**src/flash_pkg.sv**
```systemverilog
package flash_pkg;
    // special function register addresses
    localparam logic [7:0] PROGRAM_STORE_CONTROL_ADDR     = 8'h8f;
    localparam logic [7:0] FLASH_SCALE_CONTROL_ADDR     = 8'hb6;
    localparam logic [7:0] FLASH_UNLOCK_KEY_ADDR     = 8'hb7;
    // reset values
    localparam logic [7:0] PROGRAM_STORE_CONTROL_RESET    = 8'h00;
    localparam logic [7:0] FLASH_SCALE_CONTROL_RESET    = 8'h80;
    // field positions
    localparam int         WE_BIT         = 0;
    localparam int         EE_BIT         = 1;
    localparam int         ONE_SHOT_BIT   = 7;
    // key codes
    localparam logic [7:0] KEY_FIRST      = 8'ha5;
    localparam logic [7:0] KEY_SECOND     = 8'hf1;
    // memory layout
    localparam int         ADDR_W         = 14;
    localparam int         PAGE_W         = 5;
    localparam logic [4:0] RESERVED_PAGE  = 5'h1f;
    localparam logic [4:0] LOCK_BYTE_PAGE = 5'h1e;
    localparam logic [13:0] LOCK_BYTE_ADDR = 14'h3dff;
    localparam logic [7:0] ERASED_BYTE    = 8'hff;
    // operation times at 100 ns per clock
    localparam int         CLK_NS         = 100;
    localparam int         WRITE_US       = 40;
    localparam int         ERASE_MS       = 10;
    localparam int         WRITE_CYCLES   = (WRITE_US * 1000 + CLK_NS - 1) / CLK_NS;
    localparam int         ERASE_CYCLES   = (ERASE_MS * 1000000 + CLK_NS - 1) / CLK_NS;

    typedef enum logic [1:0] {
        KEY_LOCKED   = 2'b00,
        KEY_FIRST_OK = 2'b01,
        KEY_OPEN     = 2'b10,
        KEY_DEAD     = 2'b11
    } key_state_t;

    typedef enum logic [1:0] {
        OP_IDLE  = 2'b00,
        OP_WRITE = 2'b01,
        OP_ERASE = 2'b11,
        OP_DONE  = 2'b10
    } op_state_t;
endpackage

```
**src/page_guard_if.sv**
```systemverilog
`timescale 1ns/1ns
interface page_guard_if;
    import flash_pkg::*;
    logic [7:0]        lock_byte;
    logic [PAGE_W-1:0] exec_page;
    logic [PAGE_W-1:0] target_page;
    logic              is_erase;
    logic              from_debug;
    logic              allow;

    modport checker_side (
        input  lock_byte, exec_page, target_page, is_erase, from_debug,
        output allow
    );
    modport user_side (
        output lock_byte, exec_page, target_page, is_erase, from_debug,
        input  allow
    );
endinterface

```
**src/page_guard.sv**
```systemverilog
`timescale 1ns/1ns
module page_guard
    import flash_pkg::*;
(
    page_guard_if.checker_side g
);
    logic [7:0] locked_count;
    logic       any_locked;
    logic       exec_locked;
    logic       target_locked;
    logic       target_reserved;

    always_comb begin
        locked_count    = ~g.lock_byte;
        any_locked      = (locked_count != 8'h00);
        // lock byte page joins the locked set when anything is locked
        exec_locked     = ({3'b000, g.exec_page} < locked_count)
                          || (any_locked && g.exec_page == LOCK_BYTE_PAGE);
        target_locked   = ({3'b000, g.target_page} < locked_count)
                          || (any_locked && g.target_page == LOCK_BYTE_PAGE);
        target_reserved = (g.target_page == RESERVED_PAGE);
        if (g.from_debug) begin
            g.allow = !target_locked;
        end else if (target_reserved) begin
            g.allow = 1'b0;
        end else if (!exec_locked) begin
            g.allow = !target_locked;
        end else begin
            g.allow = !(g.is_erase && any_locked
                        && g.target_page == LOCK_BYTE_PAGE);
        end
    end
endmodule

```
**src/flash_write_erase_protection.sv**
```systemverilog
// Functional notes
// any lock bit cleared locks lock-byte page
// debug port refused on locked pages
// unlocked code refused on locked pages
// locked code reads/writes all but reserved
// locked code erases all but reserved, lock page
// only debug device erase unlocks pages
// denied firmware access resets, cause recorded; a denied read is ignored in a cycle with a flash movx write
// erase and write enable erase whole page
// write enable steers writes to program memory
// control bits 7-2 read zero
// key 0xa5 then 0xf1 unlocks
// unlock lasts one operation only
// bad key or early op disables until reset
// key register reads lock state bits 1-0
// scale bit 7 selects read one-shot
// scale bits 6-0 read zero
// locked page count is complement of lock byte
// write only clears bits; erase sets 0xff
// top 512 bytes reserved from firmware
// operations self-timed, core stalled meanwhile
// execute page compared with locked range
`timescale 1ns/1ns
module flash_write_erase_protection
    import flash_pkg::*;
#(
    parameter int ERASE_CNT = ERASE_CYCLES,
    parameter int WRITE_CNT = WRITE_CYCLES
) (
    // clock and reset
    input  wire logic              i_clk,
    input  wire logic              i_reset,
    // special function register port
    input  wire logic              i_sfr_wr,
    input  wire logic              i_sfr_rd,
    input  wire logic [7:0]        i_sfr_addr,
    input  wire logic [7:0]        i_sfr_wdata,
    output logic      [7:0]        o_sfr_rdata,
    // external-move write from the core
    input  wire logic              i_movx_wr,
    input  wire logic [15:0]       i_movx_addr,
    input  wire logic [7:0]        i_movx_wdata,
    input  wire logic [ADDR_W-1:0] i_pc,
    output logic                   o_xram_wr,
    output logic                   o_stall,
    // firmware code read check
    input  wire logic              i_code_rd,
    input  wire logic [ADDR_W-1:0] i_code_addr,
    output logic                   o_code_rd_ok,
    // two-wire debug port requests
    input  wire logic              i_dbg_req,
    input  wire logic              i_dbg_erase,
    input  wire logic              i_dbg_dev_erase,
    input  wire logic [ADDR_W-1:0] i_dbg_addr,
    output logic                   o_dbg_allow,
    // flash array
    input  wire logic [7:0]        i_lock_byte,
    input  wire logic [7:0]        i_flash_rdata,
    output logic                   o_flash_wr,
    output logic                   o_flash_page_erase,
    output logic                   o_flash_dev_erase,
    output logic [ADDR_W-1:0]      o_flash_addr,
    output logic [7:0]             o_flash_wdata,
    output logic                   o_read_one_shot,
    // reset request
    output logic                   o_sys_reset_req,
    output logic                   o_flash_error
);
    ////////////////////////////////////////////////////////////////////////////////
    localparam int CNT_W = $clog2(ERASE_CNT + 1);

    logic [1:0]        program_store_control_r, program_store_control_nxt;
    logic              one_shot_r, one_shot_nxt;
    key_state_t        key_r, key_nxt;
    op_state_t         op_r, op_nxt;
    logic [CNT_W-1:0]  cnt_r, cnt_nxt;
    logic [ADDR_W-1:0] addr_r, addr_nxt;
    logic [7:0]        data_r, data_nxt;
    logic              err_r, err_nxt;
    logic              rst_req_r, rst_req_nxt;
    logic              dev_erase_r, dev_erase_nxt;
    logic [7:0]        rdata_r, rdata_nxt;

    page_guard_if fw_g ();
    page_guard_if rd_g ();
    page_guard_if dbg_g ();

    ////////////////////////////////////////////////////////////////////////////////
    // page checks for firmware write, firmware read and debug port
    assign fw_g.lock_byte    = i_lock_byte;
    assign fw_g.exec_page    = i_pc[ADDR_W-1 -: PAGE_W];
    assign fw_g.target_page  = i_movx_addr[ADDR_W-1 -: PAGE_W];
    assign fw_g.is_erase     = program_store_control_r[EE_BIT];
    assign fw_g.from_debug   = 1'b0;
    assign rd_g.lock_byte    = i_lock_byte;
    assign rd_g.exec_page    = i_pc[ADDR_W-1 -: PAGE_W];
    assign rd_g.target_page  = i_code_addr[ADDR_W-1 -: PAGE_W];
    assign rd_g.is_erase     = 1'b0;
    assign rd_g.from_debug   = 1'b0;
    assign dbg_g.lock_byte   = i_lock_byte;
    assign dbg_g.exec_page   = '0;
    assign dbg_g.target_page = i_dbg_addr[ADDR_W-1 -: PAGE_W];
    assign dbg_g.is_erase    = i_dbg_erase;
    assign dbg_g.from_debug  = 1'b1;

    page_guard u_fw_guard  (.g(fw_g.checker_side));
    page_guard u_rd_guard  (.g(rd_g.checker_side));
    page_guard u_dbg_guard (.g(dbg_g.checker_side));

    // reads of code space are not a write; reserved page is refused to firmware reads from any page
    logic rd_ok;
    always_comb begin
        if (rd_g.exec_page == RESERVED_PAGE || rd_g.target_page != RESERVED_PAGE) begin
            rd_ok = rd_g.allow;
        end else begin
            rd_ok = 1'b0;
        end
    end

    assign o_dbg_allow  = i_dbg_dev_erase || (i_dbg_req && dbg_g.allow);
    assign o_code_rd_ok = i_code_rd && rd_ok;

    ////////////////////////////////////////////////////////////////////////////////
    // registers, key sequencing and operation timing
    logic movx_fl;
    logic read_denied;
    assign movx_fl     = i_movx_wr && program_store_control_r[WE_BIT] && op_r == OP_IDLE;
    assign read_denied = i_code_rd && !rd_ok;

    always_comb begin
        program_store_control_nxt     = program_store_control_r;
        one_shot_nxt  = one_shot_r;
        key_nxt       = key_r;
        op_nxt        = op_r;
        cnt_nxt       = cnt_r;
        addr_nxt      = addr_r;
        data_nxt      = data_r;
        err_nxt       = err_r;
        rst_req_nxt   = 1'b0;
        dev_erase_nxt = 1'b0;
        rdata_nxt     = rdata_r;

        if (i_sfr_wr) begin
            case (i_sfr_addr)
                PROGRAM_STORE_CONTROL_ADDR: program_store_control_nxt  = i_sfr_wdata[1:0];
                FLASH_SCALE_CONTROL_ADDR: one_shot_nxt = i_sfr_wdata[ONE_SHOT_BIT];
                FLASH_UNLOCK_KEY_ADDR: begin
                    case (key_r)
                        KEY_LOCKED:   key_nxt = (i_sfr_wdata == KEY_FIRST)
                                                ? KEY_FIRST_OK : KEY_DEAD;
                        KEY_FIRST_OK: key_nxt = (i_sfr_wdata == KEY_SECOND)
                                                ? KEY_OPEN : KEY_DEAD;
                        KEY_OPEN:     key_nxt = KEY_DEAD;
                        default:      key_nxt = KEY_DEAD;
                    endcase
                end
                default: ;
            endcase
        end

        if (i_sfr_rd) begin
            case (i_sfr_addr)
                PROGRAM_STORE_CONTROL_ADDR: rdata_nxt = {6'h00, program_store_control_r};
                FLASH_SCALE_CONTROL_ADDR: rdata_nxt = {one_shot_r, 7'h00};
                FLASH_UNLOCK_KEY_ADDR: rdata_nxt = {6'h00, key_r};
                default:    rdata_nxt = 8'h00;
            endcase
        end

        if (movx_fl) begin
            if (!fw_g.allow) begin
                rst_req_nxt = 1'b1;
                err_nxt     = 1'b1;
                key_nxt     = KEY_LOCKED;
            end else if (key_r != KEY_OPEN) begin
                key_nxt = KEY_DEAD;
            end else begin
                key_nxt  = KEY_LOCKED;
                addr_nxt = i_movx_addr[ADDR_W-1:0];
                if (program_store_control_r[EE_BIT]) begin
                    op_nxt   = OP_ERASE;
                    cnt_nxt  = CNT_W'(ERASE_CNT - 1);
                    data_nxt = ERASED_BYTE;
                end else begin
                    op_nxt   = OP_WRITE;
                    cnt_nxt  = CNT_W'(WRITE_CNT - 1);
                    data_nxt = i_movx_wdata & i_flash_rdata;
                end
            end
        end else if (read_denied && !rst_req_r) begin
            rst_req_nxt = 1'b1;
            err_nxt     = 1'b1;
        end

        case (op_r)
            OP_IDLE: ;
            OP_WRITE, OP_ERASE: begin
                if (cnt_r == '0) begin
                    op_nxt = OP_DONE;
                end else begin
                    cnt_nxt = cnt_r - 1'b1;
                end
            end
            OP_DONE: op_nxt = OP_IDLE;
            default: op_nxt = OP_IDLE;
        endcase

        if (i_dbg_dev_erase) begin
            dev_erase_nxt = 1'b1;
        end
    end

    always_ff @(posedge i_clk) begin
        if (i_reset) begin
            program_store_control_r     <= PROGRAM_STORE_CONTROL_RESET[1:0];
            one_shot_r  <= FLASH_SCALE_CONTROL_RESET[ONE_SHOT_BIT];
            key_r       <= KEY_LOCKED;
            op_r        <= OP_IDLE;
            cnt_r       <= '0;
            addr_r      <= '0;
            data_r      <= 8'h00;
            err_r       <= 1'b0;
            rst_req_r   <= 1'b0;
            dev_erase_r <= 1'b0;
            rdata_r     <= 8'h00;
        end else begin
            program_store_control_r     <= program_store_control_nxt;
            one_shot_r  <= one_shot_nxt;
            key_r       <= key_nxt;
            op_r        <= op_nxt;
            cnt_r       <= cnt_nxt;
            addr_r      <= addr_nxt;
            data_r      <= data_nxt;
            err_r       <= err_nxt;
            rst_req_r   <= rst_req_nxt;
            dev_erase_r <= dev_erase_nxt;
            rdata_r     <= rdata_nxt;
        end
    end

    ////////////////////////////////////////////////////////////////////////////////
    // outputs
    assign o_sfr_rdata        = rdata_r;
    assign o_xram_wr          = i_movx_wr && !program_store_control_r[WE_BIT];
    assign o_stall            = (op_r == OP_WRITE) || (op_r == OP_ERASE)
                                || movx_fl;
    assign o_flash_wr         = (op_r == OP_WRITE);
    assign o_flash_page_erase = (op_r == OP_ERASE);
    assign o_flash_dev_erase  = dev_erase_r;
    assign o_flash_addr       = addr_r;
    assign o_flash_wdata      = data_r;
    assign o_read_one_shot    = one_shot_r;
    assign o_sys_reset_req    = rst_req_r;
    assign o_flash_error      = err_r;
endmodule

```
**config.mk**
```make
export PLATFORM = sky130hd
export DESIGN_NAME = flash_write_erase_protection
export DESIGN_NICKNAME = d
export VERILOG_FILES = /design/src/flash_pkg.sv /design/src/page_guard_if.sv /design/src/page_guard.sv /design/src/flash_write_erase_protection.sv
export SDC_FILE = /design/constraint.sdc
export NUM_CORES = 1
export LEC_CHECK = 0
export BUFFER_PORTS_ARGS = -buffer_cell sky130_fd_sc_hd__buf_2
export CAP_MARGIN = 40
export CELL_PAD_IN_SITES_DETAIL_PLACEMENT = 0
export CELL_PAD_IN_SITES_GLOBAL_PLACEMENT = 1
export CORE_ASPECT_RATIO = 0.75
export CORE_MARGIN = 2
export CORE_UTILIZATION = 29
export DETAILED_ROUTE_END_ITERATION = 10
export MAX_ROUTING_LAYER = met4
export PLACE_DENSITY_LB_ADDON = 0.1
export SLEW_MARGIN = 25
export SYNTH_ARGS = -nofsm -noshare
export SYNTH_HDL_FRONTEND = slang
export SYNTH_SLANG_ARGS = --single-unit
```
**constraint.sdc**
```tcl
create_clock -name i_clk -period 2.18 [get_ports i_clk]
set_input_delay 0.218 -clock i_clk [delete_from_list [all_inputs] [get_ports i_clk]]
set_output_delay 0.218 -clock i_clk [all_outputs]
set_load 0.02 [all_outputs]
```
==> qor.yml, run 1 <==
outcome: "finished, final reports clean"
drt_iter0_drc: 131
die_y_microns: 91.35
critPathKind: "reg -> reg"
crit_fanout: 9
start_util: 0.3018
final_cells: 609
yosys_register_bits: 52
synth_top_cell_area_share: 0.3528
numCtsBuffers: 5
crit_path_end_kind: "flop"
synth_area_sq_um: 2950
die_x_microns: 120.5
syn_inst: 350
yosys-top-cells-area: "dfxtp_1 (35%), ha_1 (7.2%), nor2_1 (6.4%)"
clock-sinks: 52
synth.most_common_cell: "dfxtp_1"
clk_path_buf_depth: 2
maxCapViolCount: 0
area_growth_pct: 33.80
insertion_delay_ns: 0.29
grt_overflow: 0
cp.arrival_ns: 2.25
cp.required_ns: 2.38
rsz0062_at_grt: "false"
ys_seq_area_frac: 0.3528
max-vdd-ir-drop_v: 0.0002800
leakagePower_nw: 1.716
routedWlPerCell_microns: 14.40
synth_cell_types: 53
synth_edf_count: 0
worstMarginPinSlew_ns: 0.5468
drt_pass1_iterations: 4
wl_mm: 8.768
dp_cells: 601
grt_pass1_wl_mm: 14.46
root_buffer: "clkbuf_16"
fillers: 1064
synthArstFlopShare: 0
slew_violations: 0
grtUsageTotal: 0.1672
cts_tree: "built"
postSynthAreaPerCell_sq_um: 8.430
multi_input_area_sq_um: 1798
die_area_sq_um: 11000
final_util: 0.4039
setup_violations: 0
skew_ns: 0.004624
vias: 3023
hpwl_mm: 6.821
ant_nets: 0
fmax_ghz: 0.4867
fin_crit_sh: 0.9425
drc: 0
htree_levels: 2
finalHoldViolations: 0
drive_gt1_frac: 0.3229
final_nets: 601
core_area_sq_um: 9774
antenna_cells: 0
antenna_found_initial: 0
gp_congestion: 0.7939
rows: 31
relSlewSlack: 0.6321
path_clk_slew_ns: 0.07
grt_pass1_vias: 2997
grt_max_degree: 23
start_kind: "flop"
power_density_nw_per_um2: 509.2
yosys_most_used_dff: "dfxtp_1"
period_minus_slack_ns: 2.055
synth_common_cells: "dfxtp_1 (52), nor2_1 (50), a21oi_1 (20)"
synth_top_area_cell: "dfxtp_1"
port_buffers: 111
yosysWarningCount: 0
cts_hold_buf: 0
ios: 147
hold_class: "in -> reg"
regArea_sq_um: 1041
via_per_inst: 4.964
## power by group
group | total, mW | switching [mW] | leakage, nW | internal (mW)
Clock | 0.830 | 0.347 | 0.0760 | 0.483
Sequential | 0.955 | 0.00161 | 0.419 | 0.953
Combinational | 0.226 | 0.123 | 1.22 | 0.103
## worst paths after layout
path | slack (ns) | start | depth (start not counted) | endpoint
setup / recovery | 0.13 | cnt_r[8] | 6 | cnt_r[11]
hold / removal | 0.16 | i_dbg_dev_erase | 2 | o_flash_dev_erase
setup reg to reg | 0.13 | cnt_r[8] | 6 | cnt_r[11]
hold reg to reg | 0.46 | o_flash_error | 2 | o_flash_error
## metrics by stage
step | power (mW) | hold WS (ns) | TNS, ns | setup WS, ns | cell area (sq um)
2_1_floorplan | 1.086 | 0.3136 | 0 | 0.1078 | 2965
3_3_place_gp | 1.197 | 0.4505 | -0.05147 | -0.02882 | 3772
6_report | 2.010 | 0.1620 | 0 | 0.1253 | 3948
5_1_grt | 2.117 | 0.1637 | 0 | 0.008218 | 3948
4_1_cts | 2.053 | 0.1529 | 0 | 0.03456 | 3925
3_5_place_dp | 1.201 | 0.4561 | -0.07028 | -0.01820 | 3772
## timing repair
action,CTS,global route
gates resized for setup,0,4
setup buffers,0,1
endpoints found under the hold margin,0,0
setup endpoints to repair,0,10
## layer usage
metal	up-vias	wire length (microns)	track usage
met2	91	3496	0.2368
li1	1552	-	-
met1	1375	4656	0.2416
met3	5	573	0.04020
met5	-	0	-
met4	0	41	0.03198
## area by class of cell
| type | instances | share of cell area |
|---|---|---|
| Multi-Input combinational cell | 275 | 0.4555 |
| Sequential cell | 52 | 0.2637 |
| Timing Repair Buffer | 135 | 0.1927 |
| Tap cell | 132 | 0.04184 |
| Clock buffer | 7 | 0.03867 |
| Inverter | 8 | 0.007607 |
## state kept, by name, summed over array words and instances (netlist names)
name and cells:
cnt_r 17, key_r 2, o_flash_addr 14, o_flash_dev_erase 1
o_flash_error 1, o_flash_wdata 8, o_read_one_shot 1, o_sfr_rdata 3
o_sys_reset_req 1, op_r 2, program_store_control_r 2
## critical path: stages, from the launching register on
cell	delay (ns)
dfxtp_1	0.35
nor4_1	0.43
nand3_1	0.24
o21ai_1	0.28
buf_4	0.22
nand2_1	0.15
a311oi_1	0.29
## kinds of logic (layout without fill, tap and decap cells)
kind of cell    after synthesis  after routing  share of synthesized area
fa+ha+maj                    17             17                    0.07209
buf+inv                      27            150                    0.04792
xor+xnor                      1              1                   0.002969
flops                        52             52                     0.3528
simple gates                147            147                     0.2600
other cells                   1              5                   0.001271
compound gates               88             88                     0.2048
mux                          17             17                    0.05810
## cells in the final DEF (no fill, tap or decap), drive strengths merged, types with 7 or more instances in the layout
| cell | netlist | final |
|---|---|---|
| ha | 17 | 17 |
| inv | 8 | 8 |
| nor4 | 8 | 8 |
| nand2 | 17 | 17 |
| nor2 | 50 | 50 |
| dfxtp | 52 | 52 |
| nor3 | 18 | 18 |
| clkbuf | 7 | 7 |
| nand3 | 12 | 12 |
| buf | 12 | 135 |
| nand2b | 7 | 7 |
| o21ai | 14 | 14 |
| a21oi | 20 | 20 |
| mux2i | 16 | 16 |
| a211oi | 14 | 14 |
(Power assumes the default switching activity.)
==> run 2: changes to the inputs <==
PLACE_DENSITY = 0.88   (was unset)
PLACE_DENSITY_LB_ADDON = unset   (was 0.1)
==> run 2 against run 1 <==
Compared with the run above:
- non-clock buffer count rose by 1
- hold slack improved by 0.00090 ns
- die area unchanged
- global-route usage down 0.51 points
- clock skew is 0.0036 ns higher
- utilization rose by 0.24 points
- clock power grew 8.4%
- via count increased by 2.4%
- cell count up 0.33%
- sequential power barely moved
- clock-buffer cell count fell by 2
- critical path type unchanged
==> qor.yml, run 2 (synthesized netlist as in run 1, its figures left out) <==
outcome: "finished, final reports clean"  # unchanged
met3_length_microns: 778  # was 573 microns
final_nets: 602  # was 601
crit_fanout: 5  # was 9
drt_pass1_iterations: 4  # unchanged
period_minus_slack_ns: 2.071  # was 2.055 ns
grt_max_degree: 21  # was 23
wl_met2_mm: 3.626  # was 3.496 mm
via_per_inst: 5.067  # was 4.964
antenna_cells: 0  # unchanged
final_common_cell: "buf_2"  # unchanged
critPathTopFamily: "simple AND/OR/NAND/NOR gates"  # unchanged
cts_hold_buf: 0  # unchanged
crit_start: "cnt_r[0]"  # was cnt_r[8]
drc: 0  # unchanged
totalPowerFinal_mw: 2.080  # was 2.010 mW
vias: 3096  # was 3,023
regMostFlops: "cnt_r"  # unchanged
grt_pass1_wl_mm: 14.10  # was 14.46 mm
power_density_nw_per_um2: 523.7  # was 509.2 nW/um^2
cp_common_cell: "o211ai_1"
area_growth_pct: 34.61  # was 33.80%
slew_violations: 0  # unchanged
grt_pass1_vias: 2967  # was 2,997
routedWlPerCell_microns: 14.07  # was 14.40 microns
core_area_sq_um: 9774  # unchanged
drive_gt1_frac: 0.3299  # was 0.3229
wl_met1_mm: 4.114  # was 4.656 mm
grtUsageTotal: 0.1621  # was 0.1672
clk_path_buf_depth: 2  # unchanged
die_y_microns: 91.35  # unchanged
start_util: 0.3018  # unchanged
wl_mm: 8.599  # was 8.768 mm
hold_depth: 2  # unchanged
reg2reg_depth: 7  # was 6
final_cell_mix: "buf_2 (111), dfxtp_1 (52), nor2_1 (50)"  # unchanged
final_cells: 611  # was 609
fmax_ghz: 0.4828  # was 0.4867 GHz
hold_class: "in -> reg"  # unchanged
rows: 31  # unchanged
grt_overflow: 0  # unchanged
skew_ns: 0.008200  # was 0.004624 ns
fin_crit_sh: 0.9502  # was 0.9425
highest_layer: "met4"  # unchanged
clock-sinks: 52  # unchanged
ios: 147  # unchanged
port_buffers: 111  # unchanged
die_area_sq_um: 11000  # unchanged
hpwl_mm: 6.713  # was 6.821 mm
r2r_slack_ns: 0.11  # was 0.13 ns
cp.required_ns: 2.36  # was 2.38 ns
crit_chain: "inv_1, ha_1, nor4b_4, nand2_2, or4_2, o211ai_1, o211ai_1"  # was nor4_1, nand3_1, o21ai_1, buf_4, nand2_1, a311oi_1
insertion_delay_ns: 0.29  # about the same
path_clk_slew_ns: 0.07  # about the same
root_buffer: "clkbuf_16"  # unchanged
maxCapViolCount: 0  # unchanged
hold_end: "o_flash_dev_erase"  # unchanged
critPathKind: "reg -> reg"  # unchanged
fillers: 1018  # was 1,064
r2r_start: "cnt_r[0]"  # was cnt_r[8]
r2r-end: "cnt_r[10]"  # was cnt_r[11]
crit_path_end_kind: "flop"  # unchanged
relSlewSlack: 0.6540  # was 0.6321
setup_violations: 0  # unchanged
cts_tree: "built"  # unchanged
gp_congestion: 0.8569  # was 0.7939
multi_input_area_sq_um: 1799  # was 1798 sq um
drt_iter0_drc: 221  # was 131
max-vdd-ir-drop_v: 0.0004227  # was 0.0002800 V
cp.arrival_ns: 2.25  # about the same
hp-start: "i_dbg_dev_erase"  # unchanged
start_kind: "flop"  # unchanged
finalHoldViolations: 0  # unchanged
ant_nets: 0  # unchanged
htree_levels: 2  # unchanged
final_util: 0.4063  # was 0.4039
regArea_sq_um: 1041  # unchanged
die_x_microns: 120.5  # unchanged
antenna_found_initial: 0  # unchanged
cp.buffers_inverters: 1  # unchanged
slowest_delay_ns: 0.65  # was 0.43 ns
dp_cells: 603  # was 601
numCtsBuffers: 5  # unchanged
leakagePower_nw: 1.724  # was 1.716 nW
fin_tns_setup_ns: 0  # unchanged
rsz0062_at_grt: "false"  # unchanged
largest_register_ff_count: 17  # unchanged
cpMaxStageDelayCell: "or4_2"  # was nor4_1
worstMarginPinSlew_ns: 0.5142  # was 0.5468 ns
-- run 2: layout make-up --
class                           instances  share of cell area
Multi-Input combinational cell        275              0.4531
Inverter                                8            0.007561
Timing Repair Buffer                  136              0.1934
Clock inverter                          3             0.01071
Sequential cell                        52              0.2621
Tap cell                              132             0.04159
Clock buffer                            5             0.03151
-- run 2: metal layers --
layer,vias up,global-route usage
met5,-,-
met3,9,0.03392
met1,1401,0.2168
met4,0,0.04264
met2,131,0.2491
li1,1555,-
-- run 2: power by group --
| part | leakage [nW] | internal (mW) | switching, mW |
|---|---|---|---|
| Sequential | 0.419 | 0.953 | 0.00191 |
| Clock | 0.0798 | 0.540 | 0.360 |
| Combinational | 1.22 | 0.104 | 0.121 |
| Total | 1.72 | 1.60 | 0.483 |
-- run 2: repair_timing --
action | CTS | global route
endpoints found under the setup margin | 0 | 9
resized for setup | 0 | 5
setup buffers | 0 | 0
-- run 2: how the worst max path moves through the flow --
stage                     slack (ns)  cells after the start         to
after CTS                       0.04                      8  cnt_r[10]
after global routing            0.03                      7  cnt_r[10]
final                           0.11                      7  cnt_r[10]
after floorplan                 0.11                      7  cnt_r[10]
after detailed placement       0.002                      8  cnt_r[13]
after global placement          0.03                      8  cnt_r[15]
-- run 2: through the flow --
stage	hold slack, ns	cell area, sq um	setup slack [ns]
after global routing	0.1772	3971	0.03025
after detailed placement	0.4614	3787	0.001968
after floorplan	0.3136	2965	0.1078
after global placement	0.4474	3787	0.02575
final	0.1629	3971	0.1086
after CTS	0.1569	3955	0.04301
==> run 3: changes to the inputs <==
--- a/constraint.sdc
+++ b/constraint.sdc
@@ -3,2 +3,2 @@
 set_output_delay 0.218 -clock i_clk [all_outputs]
-set_load 0.02 [all_outputs]
+set_load 0.05 [all_outputs]
==> run 3 against run 2 <==
Compared with the run above:
- critical path depth grew 1
- clock-buffer cell count grew 2
- flip-flop and latch count did not move
- worst setup slack gained 0.0068 ns
- cell area is essentially flat
- largest cell class unchanged
- die area unchanged
- critical endpoint is now o_code_rd_ok
- register-to-register slack better by 0.02 ns
==> qor.yml, run 3 (synthesized netlist as in run 1, its figures left out) <==
gp_congestion: 0.8904  # was 0.8569
p_seq_frac: 0.442  # was 0.459
regMostFlops: "cnt_r"  # unchanged
grt_pass1_vias: 2883  # was 2,967
rsz0062_at_grt: "false"  # unchanged
routedWlPerCell_microns: 13.93  # was 14.07 microns
cp.buffers_inverters: 2  # was 1
power.internal_mw: 1.662  # was 1.597 mW
wl_mm: 8.499  # was 8.599 mm
start_kind: "primary input"  # was flop
area_growth_pct: 34.65  # was 34.61%
leakagePower_nw: 1.731  # was 1.724 nW
critPathTopFamily: "compound AO/OA/AOI/OAI gates"  # was simple AND/OR/NAND/NOR gates
skew_ns: 0.006751  # was 0.008200 ns
drt_iter0_drc: 162  # was 221
core_area_sq_um: 9774  # unchanged
numCtsBuffers: 5  # unchanged
die_x_microns: 120.5  # unchanged
cp.required_ns: 1.96  # was 2.36 ns
antenna_found_initial: 0  # unchanged
relSlewSlack: 0.6286  # was 0.6540
clk_path_buf_depth: 2  # unchanged
final_cell_mix: "buf_2 (111), dfxtp_1 (52), nor2_1 (50)"  # unchanged
root_buffer: "clkbuf_16"  # unchanged
insertion_delay_ns: 0.29  # about the same
ios: 147  # unchanged
grt_overflow: 0  # unchanged
postPlaceCellArea_sq_um: 3780  # was 3787 sq um
rows: 31  # unchanged
crit_path_end_kind: "primary output"  # was flop
slew_violations: 0  # unchanged
p_sw_frac: 0.2307  # was 0.2323
port_buffers: 111  # unchanged
hold_class: "in -> reg"  # unchanged
start_util: 0.3018  # unchanged
cts_hold_buf: 0  # unchanged
clockPowerShare: 0.441  # was 0.433
finalHoldViolations: 0  # unchanged
grt_pass1_wl_mm: 13.57  # was 14.10 mm
max-vdd-ir-drop_v: 0.0003968  # was 0.0004227 V
largest_register_ff_count: 17  # unchanged
final_nets: 601  # was 602
totalPowerFinal_mw: 2.160  # was 2.080 mW
maxCapViolCount: 0  # unchanged
ant_nets: 0  # unchanged
grtUsageTotal: 0.1567  # was 0.1621
clock-sinks: 52  # unchanged
fin_crit_sh: 0.9471  # was 0.9502
pwr-share-comb: 0.117  # was 0.108
die_y_microns: 91.35  # unchanged
outcome: "finished, final reports clean"  # unchanged
vias: 3116  # was 3,096
switchingPower_mw: 0.4983  # was 0.4831 mW
final_util: 0.4064  # was 0.4063
htree_levels: 2  # unchanged
hpwl_mm: 6.611  # was 6.713 mm
antenna_cells: 0  # unchanged
setup_violations: 0  # unchanged
drc: 0  # unchanged
final_common_cell: "buf_2"  # unchanged
drt_pass1_iterations: 4  # unchanged
grt_max_degree: 21  # unchanged
fin_area_sq_um: 3973  # was 3971 sq um
cp.arrival_ns: 1.85  # was 2.25 ns
path_clk_slew_ns: 0.06  # was 0.07 ns
cts_tree: "built"  # unchanged
critPathKind: "in -> out"  # was reg -> reg
crit_fanout: 5  # unchanged
slowest_delay_ns: 0.41  # was 0.65 ns
worstMarginPinSlew_ns: 0.5520  # was 0.5142 ns
cpMaxStageDelayCell: "a221oi_1"  # was or4_2
crit_chain: "buf_2, ha_1, o21ai_0, a21o_1, a221oi_1, o21ai_0, and3_1, buf_2"  # was inv_1, ha_1, nor4b_4, nand2_2, or4_2, o211ai_1, o211ai_1
drive_gt1_frac: 0.3243  # was 0.3299
die_area_sq_um: 11000  # unchanged
period_minus_slack_ns: 2.065  # was 2.071 ns
via_per_inst: 5.108  # was 5.067
power_density_nw_per_um2: 543.7  # was 523.7 nW/um^2
fmax_ghz: 0.4844  # was 0.4828 GHz
-- run 3: through the flow --
| step | instances | worst slack (ns) | setup TNS (ns) | hold WS (ns) |
|---|---|---|---|---|
| 6_report | 610 | 0.1154 | 0 | 0.1655 |
| 3_5_place_dp | 602 | -0.02289 | -0.04593 | 0.4564 |
| 5_1_grt | 610 | 0.001298 | 0 | 0.1808 |
| 2_1_floorplan | 354 | 0.1078 | 0 | 0.3136 |
| 3_3_place_gp | 602 | 0.02877 | 0 | 0.4473 |
| 4_1_cts | 610 | 0.05715 | 0 | 0.1602 |
-- run 3: power by group through the flow --
stage	registers, mW	clock network (mW)	logic (mW)
3_3_place_gp	0.977	0	0.243
3_5_place_dp	0.977	0	0.253
4_1_cts	0.955	0.974	0.254
6_report	0.955	0.952	0.253
5_1_grt	0.955	1.01	0.281
2_1_floorplan	0.989	0	0.124
-- run 3: area by class of cell --
cell class	count	area (sq um)
clock buffer	7	152.6
timing repair buffer	135	760.7
clock inverter	1	30.03
inverter	8	30.03
tap	132	165.2
sequential	52	1041
fill	993	5802
multi-input combinational	275	1793
-- run 3: repair_timing --
| item | CTS | global route |
|---|---|---|
| endpoints found under the setup margin | 0 | 8 |
| buffers inserted | 0 | 0 |
| gates resized for setup | 0 | 3 |
| hold endpoints to repair | 0 | 0 |
-- run 3: worst paths after layout --
| kind | start | endpoint | slack (ns) | depth (start not counted) |
|---|---|---|---|---|
| setup / recovery | i_lock_byte[1] | o_code_rd_ok | 0.12 | 8 |
| hold / removal | i_movx_addr[8] | o_flash_addr[8] | 0.17 | 3 |
| setup reg to reg | cnt_r[0] | cnt_r[10] | 0.13 | 7 |
| hold reg to reg | o_flash_error | o_flash_error | 0.47 | 2 |
-- run 3: worst reg2reg max path, cell delays in order, from the launching register on --
cell	delay [ns]
dfxtp_1	0.33
inv_1	0.09
ha_1	0.20
nor4b_4	0.23
nand2_1	0.17
or4_2	0.64
o211ai_1	0.18
o211ai_1	0.10
-- run 3: layer usage --
layer  vias up  wire [microns]  track usage
met4         0             123      0.04360
met2       123            3570       0.2420
met3        11             664      0.03015
met5         -               0            -
li1       1551               -            -
met1      1431            4141       0.2092
